**src/verilog/ocf_pkg.sv**
```systemverilog
// Constants and types shared by the open-circuit flag register bank
package ocf_pkg;

  localparam int AXI_ADDR_W   = 12;
  localparam int AXI_DATA_W   = 32;
  localparam int AXI_STRB_W   = 4;
  localparam int WORD_IDX_W   = 10;
  localparam int NUM_CH       = 12;
  localparam int GROUP_W      = 3;

  localparam logic [WORD_IDX_W-1:0] IDX_FLAGS_ONE_TWO    = 10'h0a7;
  localparam logic [WORD_IDX_W-1:0] IDX_FLAGS_THREE_FOUR = 10'h0a8;
  localparam logic [WORD_IDX_W-1:0] IDX_EVT_STATUS       = 10'h0b0;
  localparam logic [WORD_IDX_W-1:0] IDX_EVT_CLEAR        = 10'h0b1;
  localparam logic [WORD_IDX_W-1:0] IDX_EVT_ENABLE       = 10'h0b2;

  localparam logic [AXI_ADDR_W-1:0] ADDR_FLAGS_ONE_TWO    = {IDX_FLAGS_ONE_TWO, 2'h0};
  localparam logic [AXI_ADDR_W-1:0] ADDR_FLAGS_THREE_FOUR = {IDX_FLAGS_THREE_FOUR, 2'h0};
  localparam logic [AXI_ADDR_W-1:0] ADDR_EVT_STATUS       = {IDX_EVT_STATUS, 2'h0};
  localparam logic [AXI_ADDR_W-1:0] ADDR_EVT_CLEAR        = {IDX_EVT_CLEAR, 2'h0};
  localparam logic [AXI_ADDR_W-1:0] ADDR_EVT_ENABLE       = {IDX_EVT_ENABLE, 2'h0};

  localparam logic [1:0] RESP_OKAY   = 2'h0;
  localparam logic [1:0] RESP_SLVERR = 2'h2;

  localparam logic [7:0]        FLAGS_RESET = 8'h00;
  localparam logic [NUM_CH-1:0] EVT_RESET   = 12'h000;
  localparam logic              RSVD_VALUE  = 1'h0;

  // Layout of one open-fault flag register
  typedef struct packed {
    logic               rsvd_hi;
    logic [GROUP_W-1:0] group_hi;
    logic               rsvd_lo;
    logic [GROUP_W-1:0] group_lo;
  } ocf_flag_reg_s;

  // Detector indications, one per channel
  typedef struct packed {
    logic open_fault_group4_ch2;
    logic open_fault_group4_ch1;
    logic open_fault_group4_ch0;
    logic open_fault_group3_ch2;
    logic open_fault_group3_ch1;
    logic open_fault_group3_ch0;
    logic open_fault_group2_ch2;
    logic open_fault_group2_ch1;
    logic open_fault_group2_ch0;
    logic open_fault_group1_ch2;
    logic open_fault_group1_ch1;
    logic open_fault_group1_ch0;
  } ocf_det_s;

endpackage

```
**src/verilog/ocf_sync.sv**
```systemverilog
// Two-flop synchroniser for detector levels
`timescale 1ns/1ps
module ocf_sync #(
  parameter int WIDTH = 12
) (
  input  wire logic             clk_in,
  input  wire logic             rst_in,
  input  wire logic [WIDTH-1:0] async_in,
  output logic      [WIDTH-1:0] sync_out
);

  logic [WIDTH-1:0] meta;
  logic [WIDTH-1:0] next_meta;
  logic [WIDTH-1:0] next_sync;

  always_comb begin
    next_meta = async_in;
    next_sync = meta;
  end

  always_ff @(posedge clk_in or posedge rst_in) begin
    if (rst_in) begin
      meta     <= '0;
      sync_out <= '0;
    end else begin
      meta     <= next_meta;
      sync_out <= next_sync;
    end
  end

endmodule // ocf_sync

```
**src/verilog/ocf_sticky.sv**
```systemverilog
// Sticky event bits, set wins over clear
`timescale 1ns/1ps
module ocf_sticky #(
  parameter int WIDTH = 12
) (
  input  wire logic             clk_in,
  input  wire logic             rst_in,
  input  wire logic [WIDTH-1:0] set_in,
  input  wire logic [WIDTH-1:0] clear_in,
  output logic      [WIDTH-1:0] flags_out
);

  logic [WIDTH-1:0] next_flags;

  always_comb begin
    next_flags = (flags_out & ~clear_in) | set_in;
  end

  always_ff @(posedge clk_in or posedge rst_in) begin
    if (rst_in) begin
      flags_out <= '0;
    end else begin
      flags_out <= next_flags;
    end
  end

endmodule // ocf_sticky

```
**src/verilog/ocf_regs.sv**
```systemverilog
// Open-circuit flag register bank with AXI4-Lite slave and fault event interrupt
// Functional notes
// The first flag register sits at index A7h, resets to zero and its bits 3 and 7 always read zero.
// Bits 0 to 2 of the first flag register show the open faults of group one channels 0 to 2.
// Bits 4 to 6 of the first flag register show the open faults of group two channels 0 to 2.
// The second flag register sits at index A8h, resets to zero and its bits 3 and 7 always read zero.
// Bits 0 to 2 of the second flag register show the open faults of group three channels 0 to 2.
// Bits 4 to 6 of the second flag register show the open faults of group four channels 0 to 2.
// A flag reads one while its channel has an open fault and zero otherwise.
// Writes to the flag registers change nothing; flags follow only their channel detectors.
`timescale 1ns/1ps
module ocf_regs #(
  parameter int NUM_CH = 12
) (
  input  wire logic                                clk_in,
  input  wire logic                                rst_in,
  input  wire ocf_pkg::ocf_det_s                   open_fault_det_in,
  input  wire logic [ocf_pkg::AXI_ADDR_W-1:0]      s_axi_awaddr_in,
  input  wire logic                                s_axi_awvalid_in,
  output logic                                     s_axi_awready_out,
  input  wire logic [ocf_pkg::AXI_DATA_W-1:0]      s_axi_wdata_in,
  input  wire logic [ocf_pkg::AXI_STRB_W-1:0]      s_axi_wstrb_in,
  input  wire logic                                s_axi_wvalid_in,
  output logic                                     s_axi_wready_out,
  output logic [1:0]                               s_axi_bresp_out,
  output logic                                     s_axi_bvalid_out,
  input  wire logic                                s_axi_bready_in,
  input  wire logic [ocf_pkg::AXI_ADDR_W-1:0]      s_axi_araddr_in,
  input  wire logic                                s_axi_arvalid_in,
  output logic                                     s_axi_arready_out,
  output logic [ocf_pkg::AXI_DATA_W-1:0]           s_axi_rdata_out,
  output logic [1:0]                               s_axi_rresp_out,
  output logic                                     s_axi_rvalid_out,
  input  wire logic                                s_axi_rready_in,
  output logic                                     irq_out
);

  logic [NUM_CH-1:0]                  det_sync;
  ocf_pkg::ocf_det_s                  det_s;
  logic [NUM_CH-1:0]                  det_prev;
  logic [NUM_CH-1:0]                  evt_rise;
  logic [NUM_CH-1:0]                  evt_status;
  logic [NUM_CH-1:0]                  evt_clear;
  logic [NUM_CH-1:0]                  evt_enable;
  ocf_pkg::ocf_flag_reg_s             flags_one_two;
  ocf_pkg::ocf_flag_reg_s             flags_three_four;
  logic                               aw_held;
  logic                               w_held;
  logic [ocf_pkg::WORD_IDX_W-1:0]     aw_idx;
  logic [NUM_CH-1:0]                  w_data;
  logic [ocf_pkg::AXI_STRB_W-1:0]     w_strb;
  logic [NUM_CH-1:0]                  w_mask;
  logic                               write_fire;

  logic                               next_awready;
  logic                               next_wready;
  logic [1:0]                         next_bresp;
  logic                               next_bvalid;
  logic                               next_arready;
  logic [ocf_pkg::AXI_DATA_W-1:0]     next_rdata;
  logic [1:0]                         next_rresp;
  logic                               next_rvalid;
  logic                               next_aw_held;
  logic                               next_w_held;
  logic [ocf_pkg::WORD_IDX_W-1:0]     next_aw_idx;
  logic [NUM_CH-1:0]                  next_w_data;
  logic [ocf_pkg::AXI_STRB_W-1:0]     next_w_strb;
  logic [NUM_CH-1:0]                  next_evt_enable;
  logic [NUM_CH-1:0]                  next_det_prev;
  ocf_pkg::ocf_flag_reg_s             next_flags_one_two;
  ocf_pkg::ocf_flag_reg_s             next_flags_three_four;
  logic                               next_irq;

  // Detector levels come from the analog side
  ocf_sync #(
    .WIDTH (NUM_CH)
  ) u_det_sync (
    .clk_in   (clk_in),
    .rst_in   (rst_in),
    .async_in (open_fault_det_in),
    .sync_out (det_sync)
  );

  assign det_s    = ocf_pkg::ocf_det_s'(det_sync);
  assign evt_rise = det_sync & ~det_prev;

  ocf_sticky #(
    .WIDTH (NUM_CH)
  ) u_evt_status (
    .clk_in    (clk_in),
    .rst_in    (rst_in),
    .set_in    (evt_rise),
    .clear_in  (evt_clear),
    .flags_out (evt_status)
  );

  function automatic ocf_pkg::ocf_flag_reg_s pack_flags(input logic [ocf_pkg::GROUP_W-1:0] lo,
                                                        input logic [ocf_pkg::GROUP_W-1:0] hi);
    ocf_pkg::ocf_flag_reg_s r;
    r.rsvd_hi  = ocf_pkg::RSVD_VALUE;
    r.group_hi = hi;
    r.rsvd_lo  = ocf_pkg::RSVD_VALUE;
    r.group_lo = lo;
    return r;
  endfunction

  function automatic logic is_mapped(input logic [ocf_pkg::WORD_IDX_W-1:0] idx);
    return (idx == ocf_pkg::IDX_FLAGS_ONE_TWO) || (idx == ocf_pkg::IDX_FLAGS_THREE_FOUR) ||
           (idx == ocf_pkg::IDX_EVT_STATUS) || (idx == ocf_pkg::IDX_EVT_CLEAR) ||
           (idx == ocf_pkg::IDX_EVT_ENABLE);
  endfunction

  function automatic logic [ocf_pkg::AXI_DATA_W-1:0] read_word(input logic [ocf_pkg::WORD_IDX_W-1:0] idx);
    logic [ocf_pkg::AXI_DATA_W-1:0] d;
    d = '0;
    if (idx == ocf_pkg::IDX_FLAGS_ONE_TWO) begin
      d = ocf_pkg::AXI_DATA_W'(flags_one_two);
    end else if (idx == ocf_pkg::IDX_FLAGS_THREE_FOUR) begin
      d = ocf_pkg::AXI_DATA_W'(flags_three_four);
    end else if (idx == ocf_pkg::IDX_EVT_STATUS) begin
      d = ocf_pkg::AXI_DATA_W'(evt_status);
    end else if (idx == ocf_pkg::IDX_EVT_ENABLE) begin
      d = ocf_pkg::AXI_DATA_W'(evt_enable);
    end
    return d;
  endfunction

  assign w_mask     = {{4{w_strb[1]}}, {8{w_strb[0]}}};
  assign write_fire = aw_held && w_held && !s_axi_bvalid_out;

  always_comb begin
    next_aw_held    = aw_held;
    next_w_held     = w_held;
    next_aw_idx     = aw_idx;
    next_w_data     = w_data;
    next_w_strb     = w_strb;
    next_bvalid     = s_axi_bvalid_out;
    next_bresp      = s_axi_bresp_out;
    next_rvalid     = s_axi_rvalid_out;
    next_rdata      = s_axi_rdata_out;
    next_rresp      = s_axi_rresp_out;
    next_evt_enable = evt_enable;
    evt_clear       = '0;
    if (s_axi_awvalid_in && s_axi_awready_out) begin
      next_aw_held = 1'b1;
      next_aw_idx  = s_axi_awaddr_in[ocf_pkg::AXI_ADDR_W-1:2];
    end
    if (s_axi_wvalid_in && s_axi_wready_out) begin
      next_w_held = 1'b1;
      next_w_data = s_axi_wdata_in[NUM_CH-1:0];
      next_w_strb = s_axi_wstrb_in;
    end
    if (write_fire) begin
      next_aw_held = 1'b0;
      next_w_held  = 1'b0;
      next_bvalid  = 1'b1;
      next_bresp   = is_mapped(aw_idx) ? ocf_pkg::RESP_OKAY : ocf_pkg::RESP_SLVERR;
      // Flag registers take no write data
      if (aw_idx == ocf_pkg::IDX_EVT_CLEAR) begin
        evt_clear = w_data & w_mask;
      end else if (aw_idx == ocf_pkg::IDX_EVT_ENABLE) begin
        next_evt_enable = (evt_enable & ~w_mask) | (w_data & w_mask);
      end
    end
    if (s_axi_bvalid_out && s_axi_bready_in) begin
      next_bvalid = 1'b0;
    end
    next_awready = !next_aw_held && !next_bvalid;
    next_wready  = !next_w_held && !next_bvalid;
    if (s_axi_arvalid_in && s_axi_arready_out) begin
      next_rvalid = 1'b1;
      next_rdata  = read_word(s_axi_araddr_in[ocf_pkg::AXI_ADDR_W-1:2]);
      next_rresp  = is_mapped(s_axi_araddr_in[ocf_pkg::AXI_ADDR_W-1:2]) ? ocf_pkg::RESP_OKAY
                                                                         : ocf_pkg::RESP_SLVERR;
    end
    if (s_axi_rvalid_out && s_axi_rready_in) begin
      next_rvalid = 1'b0;
    end
    next_arready = !next_rvalid;
  end

  always_comb begin
    next_flags_one_two    = pack_flags({det_s.open_fault_group1_ch2, det_s.open_fault_group1_ch1,
                                        det_s.open_fault_group1_ch0},
                                       {det_s.open_fault_group2_ch2, det_s.open_fault_group2_ch1,
                                        det_s.open_fault_group2_ch0});
    next_flags_three_four = pack_flags({det_s.open_fault_group3_ch2, det_s.open_fault_group3_ch1,
                                        det_s.open_fault_group3_ch0},
                                       {det_s.open_fault_group4_ch2, det_s.open_fault_group4_ch1,
                                        det_s.open_fault_group4_ch0});
    next_det_prev         = det_sync;
    next_irq              = |(evt_status & evt_enable);
  end

  always_ff @(posedge clk_in or posedge rst_in) begin
    if (rst_in) begin
      s_axi_awready_out <= 1'b0;
      s_axi_wready_out  <= 1'b0;
      s_axi_bvalid_out  <= 1'b0;
      s_axi_bresp_out   <= ocf_pkg::RESP_OKAY;
      s_axi_arready_out <= 1'b0;
      s_axi_rvalid_out  <= 1'b0;
      s_axi_rdata_out   <= '0;
      s_axi_rresp_out   <= ocf_pkg::RESP_OKAY;
      aw_held           <= 1'b0;
      w_held            <= 1'b0;
      aw_idx            <= '0;
      w_data            <= '0;
      w_strb            <= '0;
      evt_enable        <= ocf_pkg::EVT_RESET;
    end else begin
      s_axi_awready_out <= next_awready;
      s_axi_wready_out  <= next_wready;
      s_axi_bvalid_out  <= next_bvalid;
      s_axi_bresp_out   <= next_bresp;
      s_axi_arready_out <= next_arready;
      s_axi_rvalid_out  <= next_rvalid;
      s_axi_rdata_out   <= next_rdata;
      s_axi_rresp_out   <= next_rresp;
      aw_held           <= next_aw_held;
      w_held            <= next_w_held;
      aw_idx            <= next_aw_idx;
      w_data            <= next_w_data;
      w_strb            <= next_w_strb;
      evt_enable        <= next_evt_enable;
    end
  end

  always_ff @(posedge clk_in or posedge rst_in) begin
    if (rst_in) begin
      flags_one_two    <= ocf_pkg::FLAGS_RESET;
      flags_three_four <= ocf_pkg::FLAGS_RESET;
      det_prev         <= '0;
      irq_out          <= 1'b0;
    end else begin
      flags_one_two    <= next_flags_one_two;
      flags_three_four <= next_flags_three_four;
      det_prev         <= next_det_prev;
      irq_out          <= next_irq;
    end
  end
endmodule // ocf_regs

```
**config.mk**
```make
export PLATFORM = sky130hd
export DESIGN_NAME = ocf_regs
export DESIGN_NICKNAME = d
export VERILOG_FILES = /design/src/verilog/ocf_pkg.sv /design/src/verilog/ocf_sync.sv /design/src/verilog/ocf_sticky.sv /design/src/verilog/ocf_regs.sv
export SDC_FILE = /design/constraint.sdc
export NUM_CORES = 1
export LEC_CHECK = 0
export BUFFER_PORTS_ARGS = -buffer_cell sky130_fd_sc_hd__buf_2
export CAP_MARGIN = 20
export CORE_ASPECT_RATIO = 1.2
export CORE_MARGIN = 2
export CORE_UTILIZATION = 52
export DETAILED_ROUTE_END_ITERATION = 10
export PLACE_DENSITY = 0.82
export SLEW_MARGIN = 20
export SYNTH_ARGS = -nofsm -noshare
export SYNTH_HDL_FRONTEND = slang
export SYNTH_HIERARCHICAL = 1
export SYNTH_SLANG_ARGS = --single-unit
```
**constraint.sdc**
```tcl
create_clock -name clk_in -period 3 [get_ports clk_in]
set_input_delay 0.9 -clock clk_in [delete_from_list [all_inputs] [get_ports clk_in]]
set_output_delay 0.9 -clock clk_in [all_outputs]
set_load 0.005 [all_outputs]
```
# Word level (Yosys, flattened, before mapping)
# Index checks and enable logic that the tools add are counted.
word_totals:
  ram_bits: 0
  memories: 0
  inputBits: 79
  latchBits: 0
  rom_bits: 0
  register_bits: 140
  word_cells: 84
op_classes:
  multipliers: 0
  n_div: 0
  n_mux: 16
  bitwise: 11
  add_sub_neg: 0
  reduce_logical: 24
  n_eq_ne: 10
  shifts: 0
  order_cmp: 0
ops:
  columns: ["operator", "n"]
  rows:
  - ["10-bit by 8-bit == test with 1-bit output, second input constant", 10]
  - ["12-bit 2-to-1 mux", 6]
  - ["12-bit bitwise AND", 5]
  - ["12-bit NOT", 3]
  - ["12-bit bitwise OR", 2]
  - ["12-bit OR reduction", 1]
  - ["1-bit logical AND", 9]
  - ["1-bit logical OR", 8]
  - ["1-bit 2-to-1 mux", 8]
  - ["1-bit logical NOT", 5]
  - ["2-bit 2-to-1 mux", 2]
  - ["3-bit AND reduction", 1]
  - ["1-bit NOT", 1]

# Logic depth before layout (Yosys ltp)
depth:
  word_depth: 6
  mapped_depth: 7

# Hierarchy
# Netlist, hierarchy kept.
modules_own_cells:
  columns: ["module", "seq_area_each_um2", "area_per_inst_um2", "instances", "cells_per_inst"]
  rows:
  - ["ocf_regs", 1751.7, 3310.7, 1, 276]
  - ["ocf_sync", 600.6, 604.3, 1, 25]
  - ["ocf_sticky", 300.3, 439.2, 1, 37]

# Least setup slack after synthesis
# OpenSTA, ideal clock, no wires.
synth_timing:
  path_kind: "input-to-reg"
  from: "input port s_axi_araddr_in[11] in the netlist's numbering"
  to: "register s_axi_rdata_out[2] in the netlist's numbering"
  n_path_buf: 0
  cell_stages: 4
  setup_slack_ns: 0.976
  t_arrival_ns: 1.932
  path_cell_list: "nor4b_4 > nand4_2 > o32a_1 > o31ai_2"
synth_between:
  elab_chain_len: 5
  elab_cells_between_ends: 8
  classes_between: "4 x eq/ne; 4 x mux"
synth_lines:
  columns: ["element", "line", "rtl"]
  rows:
  - ["start: declaration", "ocf_regs.sv:28", "input wire logic [ocf_pkg::AXI_ADDR_W-1:0] s_axi_araddr_in,"]
  - ["10-bit by 8-bit == test with 1-bit output", "ocf_regs.sv:122", "end else if (idx == ocf_pkg::IDX_EVT_ENABLE) begin"]
  - ["12-bit 2-to-1 mux", "ocf_regs.sv:122", null]
  - ["12-bit 2-to-1 mux", "ocf_regs.sv:120", "end else if (idx == ocf_pkg::IDX_EVT_STATUS) begin"]
  - ["12-bit 2-to-1 mux", "ocf_regs.sv:118", "end else if (idx == ocf_pkg::IDX_FLAGS_THREE_FOUR) begin"]
  - ["12-bit 2-to-1 mux (*)", "ocf_regs.sv:116", "if (idx == ocf_pkg::IDX_FLAGS_ONE_TWO) begin"]
  - ["end signal: assignment", "ocf_regs.sv:218", "s_axi_rdata_out <= next_rdata;"]
  - ["end: declaration", "ocf_regs.sv:31", "output logic [ocf_pkg::AXI_DATA_W-1:0] s_axi_rdata_out,"]
# Mark *: on every way between the ends. The rest lies on a longest branch, timed or not.
# A chain may end at the register's enable or synchronous reset.

# Worst setup path after layout
layout_timing:
  from: "input port s_axi_araddr_in[3] in the netlist's numbering"
  to: "register s_axi_rdata_out[1] in the netlist's numbering"
# Same word-level chain as after synthesis.

==> flow_metrics.tcl <==
set metrics [dict create \
    status "completed" \
    slew_headroom_pct 43.7 \
    p_clk_share_pct 26.8 \
    critPathLaunchType "primary input" \
    postCtsHoldBufs 0 \
    maxCapViolCount 0 \
    cts_tree "yes" \
    stdcell_area_um2 4930 \
    clockBufferDepth 2 \
    synthFlopType "dfrtp_1" \
    setup_viol 0 \
    ys_ff_latch 106 \
    ir_drop_mv 0.534 \
    antenna_found_initial 0 \
    finalCriticalPeriod_ps 1960 \
    path_class "in2reg" \
    rows 36 \
    slew_viol_final 0 \
    synth_seq_area_share_pct 60.9 \
    setup_slack_ps 1040 \
    start_util_pct 53.7 \
    dp_hpwl_um 5860 \
    power.density_nw_per_um2 651 \
    wl_per_cell_um 15.2 \
    ys_async_sr_fraction_pct 100 \
    placed_cell_area_um2 4740 \
    grt.total_usage_pct 18.6 \
    grt_max_degree 55 \
    final_cell_mix "dfrtp_1 (106), buf_2 (72), mux2_1 (36)" \
    fmax_ghz 0.509 \
    synth_fa_ha_area_share_pct 0 \
    critPathMaxFanout 20 \
    yosysWarnings 6 \
    reg2reg_to "u_evt_status/flags_out[6]" \
    min_to "u_det_sync/sync_out[4]" \
    combPwrFrac_pct 15.6 \
    drtIter0Drc 145 \
    synth_cell_type_count 45 \
    synth_edf_count 0 \
    rsz0062_at_grt "no" \
    grt_pass1_vias 2678 \
    crit_cells 5 \
    reg2reg_from "s_axi_bvalid_out" \
    synth-compound-area-share_pct 8.22 \
    post-cts-setup-buffer-count 0 \
    reg2regPathDepth 6 \
    path_delay_family "compound AO/OA/AOI/OAI gates" \
    die_h_um 104 \
    hold_depth 0 \
    clock_latency_ps 370 \
    nets 493 \
    die_x_um 87.5 \
    yosys.area_share.xor_xnor_pct 0.402 \
    crit_path_end_kind "register" \
    synthCells 338 \
    place_ws_ps 693 \
    portBuffers 72 \
    setup-tns-final_ps 0 \
    min_path_type "reg2reg" \
    crit_chain "buf_2 > nor4b_4 > a21oi_1 > o32a_1 > o31ai_2" \
    rrSetupSlack_ps 1050 \
    firstDrtPassIters 4 \
    drtAntennaViolNets 0 \
    total_power_uw 3210 \
    intPower_uw 2320 \
    post_cts_resized 0 \
    synth.mux.area_fraction_pct 11.7 \
    core-area_um2 8110 \
    wl_met3_um 316 \
    cp.arrival_ps 2240 \
    fin_crit_sh_pct 65.4 \
    pwr-share-seq_pct 57.7 \
    drive_above_1_share_pct 24.4 \
    leakage_uw 0.00230 \
    hold_start "u_det_sync/meta[4]" \
    topRoutingLayerUsed "met4" \
    syn-cell-area_um2 4350 \
    place_congestion 0.788 \
    drc 0 \
    clockRootBuffer "clkbuf_8" \
    avgViaCountPerCell 5.19 \
    ios 121 \
    hold_violations 0 \
    path_clk_slew_ps 90 \
    p_sw_uw 889 \
    totalWireLength_um 7780 \
    path_buf_inv 1 \
    slowest_stage "nor4b_4" \
    fill_cells 685 \
    htree_levels 3 \
    p_sw_share_pct 27.7 \
    skew_ps 11.4 \
    diodes 0 \
    yosys.area_share.simple_pct 12.4 \
    cts_made_buffers 9 \
    worst_slew_pin_slew_ps 844 \
    crit_required_ps 3280 \
    slowest_delay_ps 490 \
    cts.sinks 106 \
    final_common_cell "dfrtp_1" \
    drt-met1-wl_um 3260 \
    via_count 2661 \
    avgSynthCellArea_um2 12.9 \
    syn_to_final_growth_pct 13.2 \
    wl_met2_um 4000 \
    dieArea_um2 9120 \
    grt_overflow 0 \
    grt_pass1_wl_um 12800 \
    synth_top_family_by_area "simple AND/OR/NAND/NOR gates" \
]
[worst max path at each step]
stage	startpoint	endpoint	slack [ps]
2_1_floorplan	rst_in	async pin	330
3_3_place_gp	s_axi_araddr_in[3]	s_axi_rdata_out[1]	730
3_5_place_dp	s_axi_araddr_in[11]	s_axi_rdata_out[1]	690
4_1_cts	s_axi_bvalid_out	u_evt_status/flags_out[6]	1010
5_1_grt	s_axi_bvalid_out	u_evt_status/flags_out[4]	920
6_report	s_axi_araddr_in[3]	s_axi_rdata_out[1]	1040
[final cells by class]
type,count,area [um^2],share of cell area [%]
Tap cell,95,119,2.41
Multi-Input combinational cell,204,1510,30.6
Sequential cell,106,2650,53.8
Clock inverter,5,63.8,1.29
Inverter,19,71.3,1.45
Timing Repair Buffer,74,388,7.87
Clock buffer,10,128,2.59
[power by group through the flow]
stage | sequential, uW | clock [uW] | combinational, uW
2_1_floorplan | 1830 | 0 | 391
3_3_place_gp | 1870 | 0 | 483
3_5_place_dp | 1880 | 0 | 511
4_1_cts | 1860 | 882 | 512
5_1_grt | 1890 | 940 | 565
6_report | 1850 | 859 | 500
[cell families after synthesis]
kind of cell	Yosys count
AND/OR/NAND/NOR	86
flip-flops	106
XOR/XNOR	2
buffers and inverters	49
AO/OA/AOI/OAI	48
multiplexers	46
other	1
[per-layer routing]
| layer | global-route usage (%) | vias up |
|---|---|---|
| li1 | - | 1277 |
| met1 | 24.2 | 1298 |
| met2 | 29.3 | 72 |
| met3 | 3.25 | 14 |
| met4 | 10.0 | 0 |
| met5 | 0 | - |
[through the flow]
step                hold WS [ps]  std cells  util (%)
global placement             335        498      58.4
finish                       347        513      60.8
detailed placement           335        498      58.4
floorplan                    331        359         -
global route                 349        513      60.8
CTS                          351        513      60.8
[cells in the mapped netlist (2+ instances only)]
library cell,count,area [um^2]
a21o_1,12,90.1
a21oi_1,9,45.0
a221o_1,3,30.0
a221oi_1,3,26.3
a22o_1,3,26.3
a22oi_1,3,22.5
and2_1,12,75.1
and3b_1,2,17.5
and4b_1,2,20.0
buf_2,3,15.0
buf_4,23,173
clkbuf_1,3,11.3
dfrtp_1,106,2650
inv_1,19,71.3
mux2_1,36,405
mux2_2,4,45.0
mux2i_1,6,60.1
nand2_1,15,56.3
nand3_1,3,15.0
nor2_1,7,26.3
nor2b_1,19,119
nor3_1,11,55.1
nor4b_4,2,47.6
o21ai_1,6,30.0
o31ai_2,3,37.5
o32a_1,3,30.0
or2_1,2,12.5
[worst register-to-register path, delay by kind of cell, from the launching register on]
kind / cells / cell delay [ps]
DFF: 1 / 400
buffers and inverters: 1 / 40
and+or+nand+nor: 4 / 1230
AOI/OAI and AO/OA: 1 / 170
Power figures use the tool's default switching activity.
